$ cat config.mk
export PLATFORM = sky130hd
export DESIGN_NAME = pmf_math_top
export DESIGN_NICKNAME = d
export VERILOG_FILES = /design/src/hdl/pmf_op_unit.v /design/src/hdl/pmf_math_top.v
export VERILOG_INCLUDE_DIRS = /design/src /design/src/inc
export SDC_FILE = /design/constraint.sdc
export NUM_CORES = 2
export LEC_CHECK = 0
export BUFFER_PORTS_ARGS = -buffer_cell sky130_fd_sc_hd__clkbuf_2
export CAP_MARGIN = 30
export CELL_PAD_IN_SITES_DETAIL_PLACEMENT = 0
export CELL_PAD_IN_SITES_GLOBAL_PLACEMENT = 1
export CORE_MARGIN = 10
export CORE_UTILIZATION = 30
export CTS_CLUSTER_DIAMETER = 120
export DETAILED_ROUTE_END_ITERATION = 8
export GPL_TIMING_DRIVEN = 0
export PLACE_DENSITY_LB_ADDON = 0.3
export RECOVER_POWER = 100
export SLEW_MARGIN = 15
export SYNTH_ARGS = -nofsm -noshare
export SYNTH_HDL_FRONTEND = slang
export SYNTH_SLANG_ARGS = --single-unit
$ cat constraint.sdc
create_clock -name clk_i -period 40.6 [get_ports clk_i]
set_input_delay 4.06 -clock clk_i [delete_from_list [all_inputs] [get_ports clk_i]]
set_output_delay 4.06 -clock clk_i [all_outputs]
set_load 0.01 [all_outputs]
$ cat src/inc/pmf_map.vh
// register map, field positions, reset values and codes of the math block
// assumes a 32-bit classic wishbone slave with byte addresses
`ifndef PMF_MAP_VH
`define PMF_MAP_VH

// register byte offsets
`define PMF_ADR_CTRL      8'h00
`define PMF_ADR_OPER      8'h04
`define PMF_ADR_OPND0     8'h08
`define PMF_ADR_OPND1     8'h0c
`define PMF_ADR_OPND2     8'h10
`define PMF_ADR_OPND3     8'h14
`define PMF_ADR_RESULT    8'h18
`define PMF_ADR_STATUS    8'h1c

// control register fields
`define PMF_CTRL_W        9
`define PMF_CB_MATH_EN    0
`define PMF_CB_HOLD       1
`define PMF_CB_DET_EN     2
`define PMF_CB_DET_RST    3
`define PMF_CB_FSEL       4
`define PMF_CB_SELF_CLR   6
`define PMF_CB_REF_VALID  7
`define PMF_CB_UNIT_FIRST 8
`define PMF_CTRL_RST      9'h000

// operator register fields: op k at 2k, priority k at 6+2k
`define PMF_OPER_W        12
`define PMF_OB_PRIO       6
`define PMF_OPER_RST      12'h180

// status register fields
`define PMF_SB_ZD         0
`define PMF_SB_OF         1
`define PMF_SB_FAULT      2
`define PMF_SB_BUSY       3

// operator codes
`define PMF_OP_ADD        2'h0
`define PMF_OP_SUB        2'h1
`define PMF_OP_MUL        2'h2
`define PMF_OP_DIV        2'h3

// priority codes
`define PMF_PR_LOW        2'h0
`define PMF_PR_MED        2'h1
`define PMF_PR_HIGH       2'h2

// fault selector codes
`define PMF_FS_ZD         2'h0
`define PMF_FS_OF         2'h1
`define PMF_FS_BOTH       2'h2

// saturation limits
`define PMF_SAT_MAX       16'h7fff
`define PMF_SAT_MIN       16'h8000

// cycles from scan tick until result and flags are updated
`define PMF_EVAL_LAT      5
`define PMF_SCAN_CYCLES   16

`endif

$ cat src/hdl/pmf_op_unit.v
// one binary operation on 16-bit signed values, rounded and saturated
// assumes purely combinational use by the evaluation sequencer
`timescale 1ns/1ps
`default_nettype none
`include "pmf_map.vh"

module pmf_op_unit (
    input  wire [15:0] opa_i,
    input  wire [15:0] opb_i,
    input  wire [1:0]  opsel_i,
    output reg  [15:0] res_o,
    output reg         zdiv_o,
    output reg         ovf_o
);

    reg signed [32:0] a_x;
    reg signed [32:0] b_x;
    reg signed [32:0] full;
    reg        [16:0] mag_a;
    reg        [16:0] mag_b;
    reg        [18:0] quo;

    always @* begin
        a_x    = {{17{opa_i[15]}}, opa_i};
        b_x    = {{17{opb_i[15]}}, opb_i};
        mag_a  = opa_i[15] ? (17'h00000 - {opa_i[15], opa_i}) : {1'b0, opa_i};
        mag_b  = opb_i[15] ? (17'h00000 - {opb_i[15], opb_i}) : {1'b0, opb_i};
        quo    = 19'h00000;
        zdiv_o = 1'b0;
        case (opsel_i)
            `PMF_OP_ADD: full = a_x + b_x;
            `PMF_OP_SUB: full = a_x - b_x;
            `PMF_OP_MUL: full = a_x * b_x;
            default: begin
                if (opb_i == 16'h0000) begin
                    zdiv_o = 1'b1;
                    full   = 33'h000007fff;
                end else begin
                    // nearest integer, halves away from zero
                    quo  = ({1'b0, mag_a, 1'b0} + {2'b00, mag_b}) / {1'b0, mag_b, 1'b0};
                    full = (opa_i[15] ^ opb_i[15]) ? (33'h000000000 - {14'h0000, quo})
                                                   : {14'h0000, quo};
                end
            end
        endcase
        // saturate to the 16-bit range
        if (full > 33'sh000007fff) begin
            ovf_o = ~zdiv_o;
            res_o = `PMF_SAT_MAX;
        end else if (full < -33'sh000008000) begin
            ovf_o = 1'b1;
            res_o = `PMF_SAT_MIN;
        end else begin
            ovf_o = 1'b0;
            res_o = full[15:0];
        end
    end

endmodule // pmf_op_unit

`default_nettype wire

$ cat src/hdl/pmf_math_top.v
// priority math unit with fault detector and wishbone register slave
// assumes one 200 mhz clock; the scan cycle is a divided enable pulse
//
// What this block does
// - unit starts on enable rising edge
// - zero division or overflow gives 32767, underflow -32768
// - out-of-range sourced operands clamp to limits
// - four operands, three selectable operators
// - operations run high, medium, then low
// - result rounded to nearest integer
// - disable setting zero: result zero when off
// - disable setting one: result holds when off
// - flags report each fault per execution
// - detector starts on its enable rising edge
// - selector picks division, overflow, or both
// - no referenced unit keeps detector low
// - self clear clears before each execution
// - without self clear output sticks until reset
// - detector reset clears its output
// - unit order decides same or next scan
//
// Decided for this implementation: the register addresses and the Wishbone register port.
`timescale 1ns/1ps
`default_nettype none
`include "pmf_map.vh"

module pmf_math_top #(
    parameter SCAN_CYCLES = `PMF_SCAN_CYCLES
) (
    input  wire        clk_i,
    input  wire        rst_i,
    input  wire        wb_cyc_i,
    input  wire        wb_stb_i,
    input  wire        wb_we_i,
    input  wire [7:0]  wb_adr_i,
    input  wire [3:0]  wb_sel_i,
    input  wire [31:0] wb_dat_i,
    output reg  [31:0] wb_dat_o,
    output reg         wb_ack_o,
    output reg  [15:0] result_value_o,
    output reg         zero_div_flag_o,
    output reg         overflow_flag_o,
    output reg         fault_o,
    output reg         scan_tick_o
);

    localparam ST_IDLE = 2'd0;
    localparam ST_STEP = 2'd1;
    localparam ST_DONE = 2'd2;

    ////////////////////////////////////////////////////////////////////////////
    // registers and state

    reg [`PMF_CTRL_W-1:0] ctrl;
    reg [`PMF_OPER_W-1:0] oper;
    reg [31:0]            opnd [0:3];
    reg [15:0]            term [0:3];
    reg [1:0]             opr  [0:2];
    reg [1:0]             prio [0:2];
    reg [1:0]             nops;
    reg [1:0]             state;
    reg                   zd_acc;
    reg                   ov_acc;
    reg                   math_en_q;
    reg                   math_act;
    reg                   det_en_q;
    reg                   det_act;
    reg [15:0]            scan_cnt;
    reg [`PMF_EVAL_LAT:0] tick_dly;
    reg [1:0]             pick;
    reg [1:0]             best;
    reg                   fault_sel;
    reg [31:0]            rd_data;

    wire        wb_req;
    wire        wb_wr;
    wire [31:0] ctrl_wr;
    wire [31:0] oper_wr;
    wire [1:0]  pick_nx;
    wire [15:0] op_res;
    wire        op_zd;
    wire        op_ov;
    wire        det_exec;
    wire [1:0]  fsel;

    integer i;
    integer j;

    ////////////////////////////////////////////////////////////////////////////
    // helpers

    function [31:0] merge;
        input [31:0] old_v;
        input [31:0] new_v;
        input [3:0]  sel;
        integer k;
        begin
            for (k = 0; k < 4; k = k + 1) begin
                merge[k*8 +: 8] = sel[k] ? new_v[k*8 +: 8] : old_v[k*8 +: 8];
            end
        end
    endfunction

    function [15:0] clamp16;
        input [31:0] v;
        begin
            if ($signed(v) > 32'sh00007fff) begin
                clamp16 = `PMF_SAT_MAX;
            end else if ($signed(v) < -32'sh00008000) begin
                clamp16 = `PMF_SAT_MIN;
            end else begin
                clamp16 = v[15:0];
            end
        end
    endfunction

    ////////////////////////////////////////////////////////////////////////////
    // wishbone slave: one wait state, ack for one cycle

    assign wb_req = wb_cyc_i & wb_stb_i & ~wb_ack_o;
    assign wb_wr  = wb_req & wb_we_i;
    assign ctrl_wr = merge({{(32-`PMF_CTRL_W){1'b0}}, ctrl}, wb_dat_i, wb_sel_i);
    assign oper_wr = merge({{(32-`PMF_OPER_W){1'b0}}, oper}, wb_dat_i, wb_sel_i);

    always @* begin
        case (wb_adr_i)
            `PMF_ADR_CTRL:   rd_data = {{(32-`PMF_CTRL_W){1'b0}}, ctrl};
            `PMF_ADR_OPER:   rd_data = {{(32-`PMF_OPER_W){1'b0}}, oper};
            `PMF_ADR_OPND0:  rd_data = opnd[0];
            `PMF_ADR_OPND1:  rd_data = opnd[1];
            `PMF_ADR_OPND2:  rd_data = opnd[2];
            `PMF_ADR_OPND3:  rd_data = opnd[3];
            `PMF_ADR_RESULT: rd_data = {{16{result_value_o[15]}}, result_value_o};
            `PMF_ADR_STATUS: rd_data = {28'h0000000, (state != ST_IDLE), fault_o,
                                        overflow_flag_o, zero_div_flag_o};
            default:         rd_data = 32'h00000000;
        endcase
    end

    always @(posedge clk_i or posedge rst_i) begin
        if (rst_i) begin
            wb_ack_o <= 1'b0;
            wb_dat_o <= 32'h00000000;
        end else begin
            wb_ack_o <= wb_req;
            if (wb_req & ~wb_we_i) begin
                wb_dat_o <= rd_data;
            end
        end
    end

    always @(posedge clk_i or posedge rst_i) begin
        if (rst_i) begin
            ctrl    <= `PMF_CTRL_RST;
            oper    <= `PMF_OPER_RST;
            opnd[0] <= 32'h00000000;
            opnd[1] <= 32'h00000000;
            opnd[2] <= 32'h00000000;
            opnd[3] <= 32'h00000000;
        end else if (wb_wr) begin
            case (wb_adr_i)
                `PMF_ADR_CTRL:  ctrl    <= ctrl_wr[`PMF_CTRL_W-1:0];
                `PMF_ADR_OPER:  oper    <= oper_wr[`PMF_OPER_W-1:0];
                `PMF_ADR_OPND0: opnd[0] <= merge(opnd[0], wb_dat_i, wb_sel_i);
                `PMF_ADR_OPND1: opnd[1] <= merge(opnd[1], wb_dat_i, wb_sel_i);
                `PMF_ADR_OPND2: opnd[2] <= merge(opnd[2], wb_dat_i, wb_sel_i);
                `PMF_ADR_OPND3: opnd[3] <= merge(opnd[3], wb_dat_i, wb_sel_i);
                default: begin
                end
            endcase
        end
    end

    ////////////////////////////////////////////////////////////////////////////
    // scan cycle divider and late tick for detector ordering

    always @(posedge clk_i or posedge rst_i) begin
        if (rst_i) begin
            scan_cnt    <= 16'h0000;
            scan_tick_o <= 1'b0;
            tick_dly    <= {(`PMF_EVAL_LAT+1){1'b0}};
        end else begin
            if (scan_cnt == SCAN_CYCLES[15:0] - 16'h0001) begin
                scan_cnt    <= 16'h0000;
                scan_tick_o <= 1'b1;
            end else begin
                scan_cnt    <= scan_cnt + 16'h0001;
                scan_tick_o <= 1'b0;
            end
            tick_dly <= {tick_dly[`PMF_EVAL_LAT-1:0], scan_tick_o};
        end
    end

    ////////////////////////////////////////////////////////////////////////////
    // enable edges

    always @(posedge clk_i or posedge rst_i) begin
        if (rst_i) begin
            math_en_q <= 1'b0;
            math_act  <= 1'b0;
            det_en_q  <= 1'b0;
            det_act   <= 1'b0;
        end else begin
            math_en_q <= ctrl[`PMF_CB_MATH_EN];
            det_en_q  <= ctrl[`PMF_CB_DET_EN];
            if (!ctrl[`PMF_CB_MATH_EN]) begin
                math_act <= 1'b0;
            end else if (!math_en_q) begin
                math_act <= 1'b1;
            end
            if (!ctrl[`PMF_CB_DET_EN]) begin
                det_act <= 1'b0;
            end else if (!det_en_q) begin
                det_act <= 1'b1;
            end
        end
    end

    ////////////////////////////////////////////////////////////////////////////
    // pick the highest priority among remaining operators

    always @* begin
        pick = 2'd0;
        best = prio[0];
        for (i = 1; i < 3; i = i + 1) begin
            if ((i < nops) && (prio[i] > best)) begin
                best = prio[i];
                pick = i[1:0];
            end
        end
    end

    assign pick_nx = pick + 2'd1;

    pmf_op_unit u_op (
        .opa_i   (term[pick]),
        .opb_i   (term[pick_nx]),
        .opsel_i (opr[pick]),
        .res_o   (op_res),
        .zdiv_o  (op_zd),
        .ovf_o   (op_ov)
    );

    ////////////////////////////////////////////////////////////////////////////
    // evaluation sequencer: load, three reductions, done

    always @(posedge clk_i or posedge rst_i) begin
        if (rst_i) begin
            state  <= ST_IDLE;
            nops   <= 2'd0;
            zd_acc <= 1'b0;
            ov_acc <= 1'b0;
            for (j = 0; j < 4; j = j + 1) begin
                term[j] <= 16'h0000;
            end
            for (j = 0; j < 3; j = j + 1) begin
                opr[j]  <= `PMF_OP_ADD;
                prio[j] <= `PMF_PR_LOW;
            end
        end else begin
            case (state)
                ST_IDLE: begin
                    if (scan_tick_o && math_act) begin
                        for (j = 0; j < 4; j = j + 1) begin
                            term[j] <= clamp16(opnd[j]);
                        end
                        for (j = 0; j < 3; j = j + 1) begin
                            opr[j]  <= oper[2*j +: 2];
                            prio[j] <= oper[`PMF_OB_PRIO + 2*j +: 2];
                        end
                        nops   <= 2'd3;
                        zd_acc <= 1'b0;
                        ov_acc <= 1'b0;
                        state  <= ST_STEP;
                    end
                end
                ST_STEP: begin
                    term[pick] <= op_res;
                    for (j = 1; j < 3; j = j + 1) begin
                        if (j > pick) begin
                            term[j] <= term[j+1];
                        end
                    end
                    for (j = 0; j < 2; j = j + 1) begin
                        if (j >= pick) begin
                            opr[j]  <= opr[j+1];
                            prio[j] <= prio[j+1];
                        end
                    end
                    zd_acc <= zd_acc | op_zd;
                    ov_acc <= ov_acc | op_ov;
                    nops   <= nops - 2'd1;
                    if (nops == 2'd1) begin
                        state <= ST_DONE;
                    end
                end
                ST_DONE: begin
                    state <= ST_IDLE;
                end
                default: begin
                    state <= ST_IDLE;
                end
            endcase
        end
    end

    ////////////////////////////////////////////////////////////////////////////
    // result and flags

    always @(posedge clk_i or posedge rst_i) begin
        if (rst_i) begin
            result_value_o  <= 16'h0000;
            zero_div_flag_o <= 1'b0;
            overflow_flag_o <= 1'b0;
        end else if ((state == ST_DONE) && math_act) begin
            result_value_o  <= zd_acc ? `PMF_SAT_MAX : term[0];
            zero_div_flag_o <= zd_acc;
            overflow_flag_o <= ov_acc;
        end else if (!ctrl[`PMF_CB_MATH_EN] && !ctrl[`PMF_CB_HOLD]) begin
            result_value_o <= 16'h0000;
        end
    end

    ////////////////////////////////////////////////////////////////////////////
    // fault detector

    assign fsel = ctrl[`PMF_CB_FSEL +: 2];

    // unit first: run after this scan's result; else at the scan tick
    assign det_exec = det_act & (ctrl[`PMF_CB_UNIT_FIRST] ?
                                 tick_dly[`PMF_EVAL_LAT] : scan_tick_o);

    always @* begin
        case (fsel)
            `PMF_FS_ZD: fault_sel = zero_div_flag_o;
            `PMF_FS_OF: fault_sel = overflow_flag_o;
            default:    fault_sel = zero_div_flag_o | overflow_flag_o;
        endcase
    end

    always @(posedge clk_i or posedge rst_i) begin
        if (rst_i) begin
            fault_o <= 1'b0;
        end else if (!ctrl[`PMF_CB_REF_VALID]) begin
            fault_o <= 1'b0;
        end else if (ctrl[`PMF_CB_DET_RST]) begin
            fault_o <= 1'b0;
        end else if (det_exec) begin
            if (ctrl[`PMF_CB_SELF_CLR]) begin
                fault_o <= fault_sel;
            end else begin
                fault_o <= fault_o | fault_sel;
            end
        end
    end

endmodule // pmf_math_top

`default_nettype wire

==> metrics <==
outcome finished, violations left; failing checks DRC, capacitance limit, slew limit; Core ar. ~0.12 mm²; first-pass GRT wire length ~210 mm; total CTS buffers 31; Post-synth EDFFs 0; most frequent cells in the layout nand2_1 (449), nor2_1 (416), inv_1 (364); Mapped Avg Cell Area between 8 and 9 µm²; CTS tree done; Critical Path Source Type register; min Tclk post-route 39.17 ns; wire length per cell 23.5 µm; synth warn 0; TritonCTS Sinks 310; final hold violation count 0; Post-Synth Simple-Gate Area 0.164; Pins Over Slew Limit 304; HPWL Detailed between 100 and 150 mm; crit path max fanout 11; Adder-Cell Fraction of Synth Area 0.253; Final #Nets 5178; crit-path max cell delay roughly 0.44 ns; commonest non-fill, non-tap cell in the layout nand2_1; worst hold-check path type register to register; post-synth top area share 0.212; Worst EP required between 40 and 50 ns; skew final 0.0118 ns; area grow syn2layout 20.9%; fraction of final layout cells with drive strength greater than 1 0.192; clk slew on worst S/H paths roughly 0.07 ns; mapped cell area roughly 0.036 mm²; Final Cycle Share 0.965; Max Clk Rate approximately 26 MHz; cts hold-fix bufs 0; #FFs+latches synth between 300 and 400; I/O Buffers 100; die width between 300 and 400 µm; CP arrival a little under 40 ns; fin area ~0.044 mm²; post-synthesis sequential area ratio 0.214; post-synthesis xor/xnor area fraction 0.0467; Vias roughly 34000; initial antenna violation count 4; FFs w/ async S/R, synth 1.00; Worst Slack Setup Final around 1.4 ns; main flop type after synthesis dfrtp_1; total wire length around 150 mm; Critical-path top delay cell dfrtp_1; Ports 102; GPL Wtd Cong around 0.92; largest net degree at the start of global routing about 100; worst slack, placed -12.89 ns; grt total ovfl 0; Hold Slack approximately 0.35 ns; DRC viols 1; worst slew pin tran 5.60 ns; drt first-iter violations 2565; vias in the first global route approximately 33000; # setup viols final 0; CP endpoint kind register; cell taking the most area after synthesis dfrtp_1; placed instance area 0.0393 mm²; Core Util, Final 0.366; CP most frequent cell o21a_1; Post-Synthesis Cells 4217; Netlist cell types 109; clk buf depth 3; Antenna Cells 0; Synth Area in Compound Gates 0.203; Max-slew headroom -2.73; share of synthesized area spent on multiplexers 0.0589; Max-Cap Viols 3; synth top area cells dfrtp_1 (21%), fa_1 (15%), ha_1 (11%); antenna-violating nets left 0; Tot GR Track Use 0.204; H-tree levels 1; Setup CP Type register to register; Die Area 0.135 mm²; Clock Latency Late Sink roughly 0.58 ns; largest family of logic cells by synthesized area adder cells; clk root buf clkbuf_16; initial core utilization 0.302; iteration count of the initial detailed-routing pass 9; row cnt 127; vias per inst 5.48; die height about 370 µm
[per-stage QoR]
stage	std cells	setup TNS (ns)
2_1_floorplan	4219	0
3_3_place_gp	5931	-713.91
3_5_place_dp	5961	-621.84
4_1_cts	6105	0
5_1_grt	6188	-4.66
6_report	6188	0
[Yosys cell counts, types with 24 or more instances]
master,number
o21ai_0,191
a221oi_1,32
nor4_1,27
nor2b_1,35
nand3_1,45
xor2_1,62
nand4_1,35
and3_1,24
inv_1,370
a211oi_1,32
a22oi_1,72
nand2b_1,36
clkbuf_1,122
dfrtp_1,308
a21oi_1,217
mux2_2,171
nor3_1,94
nor2_1,432
xnor2_1,128
a31oi_1,46
a21o_1,81
fa_1,265
ha_1,311
or3_1,24
o211ai_1,25
nand2_1,465
o21a_1,78
[path summary, 6_finish.rpt]
| check | from | end | slack (ns) | cells after the start |
|---|---|---|---|---|
| worst min-delay path | tick_dly[4] | tick_dly[5] | 0.35 | 0 |
| min in group asynchronous | rst_i | scan_cnt[14] | 3.46 | 2 |
| worst min register to register | tick_dly[4] | tick_dly[5] | 0.35 | 0 |
| max in group asynchronous | rst_i | opnd[77] | 27.56 | 4 |
| worst max-delay path | prio[3] | term[46] | 1.43 | 203 |
| worst max register to register | prio[3] | term[46] | 1.43 | 203 |
[routing by layer]
layer	part of all wire	routed length (µm)	global-route usage	vias up
li1	-	-	-	15500
met1	0.44	63500	0.275	17000
met2	0.47	68000	0.337	1157
met3	0.059	8540	0.0230	246
met4	0.038	5470	0.0674	8
met5	0.00038	56	0	-
[logic make-up after synthesis]
kind of cell	count (synthesis)
other	2
DFF	310
xor gates and xnor gates	192
buffers and inverters	560
and+or+nand+nor	1319
adders and majority gates	577
muxes	192
AOI/OAI and AO/OA	1065
[timing repair]
action                     4_1_cts  5_1_grt
buffers inserted                91       81
gates resized for setup        329      210
setup endpoints to repair       49       49
pin swaps                       73      128
gates cloned                     0        3
[state kept, by name, indices dropped and copies added, names as in the netlist, 2 cells and up]
name	flops
ctrl	9
wb_dat_o	32
scan_cnt	16
opr	6
opnd	128
prio	6
nops	2
term	64
result_value_o	16
tick_dly	6
state	2
oper	12
[worst max-delay path, delay by kind of cell, from the launching register on]
family                     cells  cell delay, ns
AOI/OAI and AO/OA             97           18.51
xor gates and xnor gates       2            0.39
adders and majority gates     21            5.85
buffers and inverters         27            4.61
DFF                            1            0.44
muxes                          6            1.67
and+or+nand+nor               50            7.41
[cell type report]
class,instances,area [µm²]
clock inverter,16,273
sequential,310,7760
buffer,163,1120
multi-input combinational,3349,28200
clock buffer,40,850
tap,1612,2020
inverter,390,1490
timing repair buffer,308,2200
fill,12500,76200
Power is not shown: default switching activity piles up to over one toggle a cycle in this logic, so the estimate is an artifact.
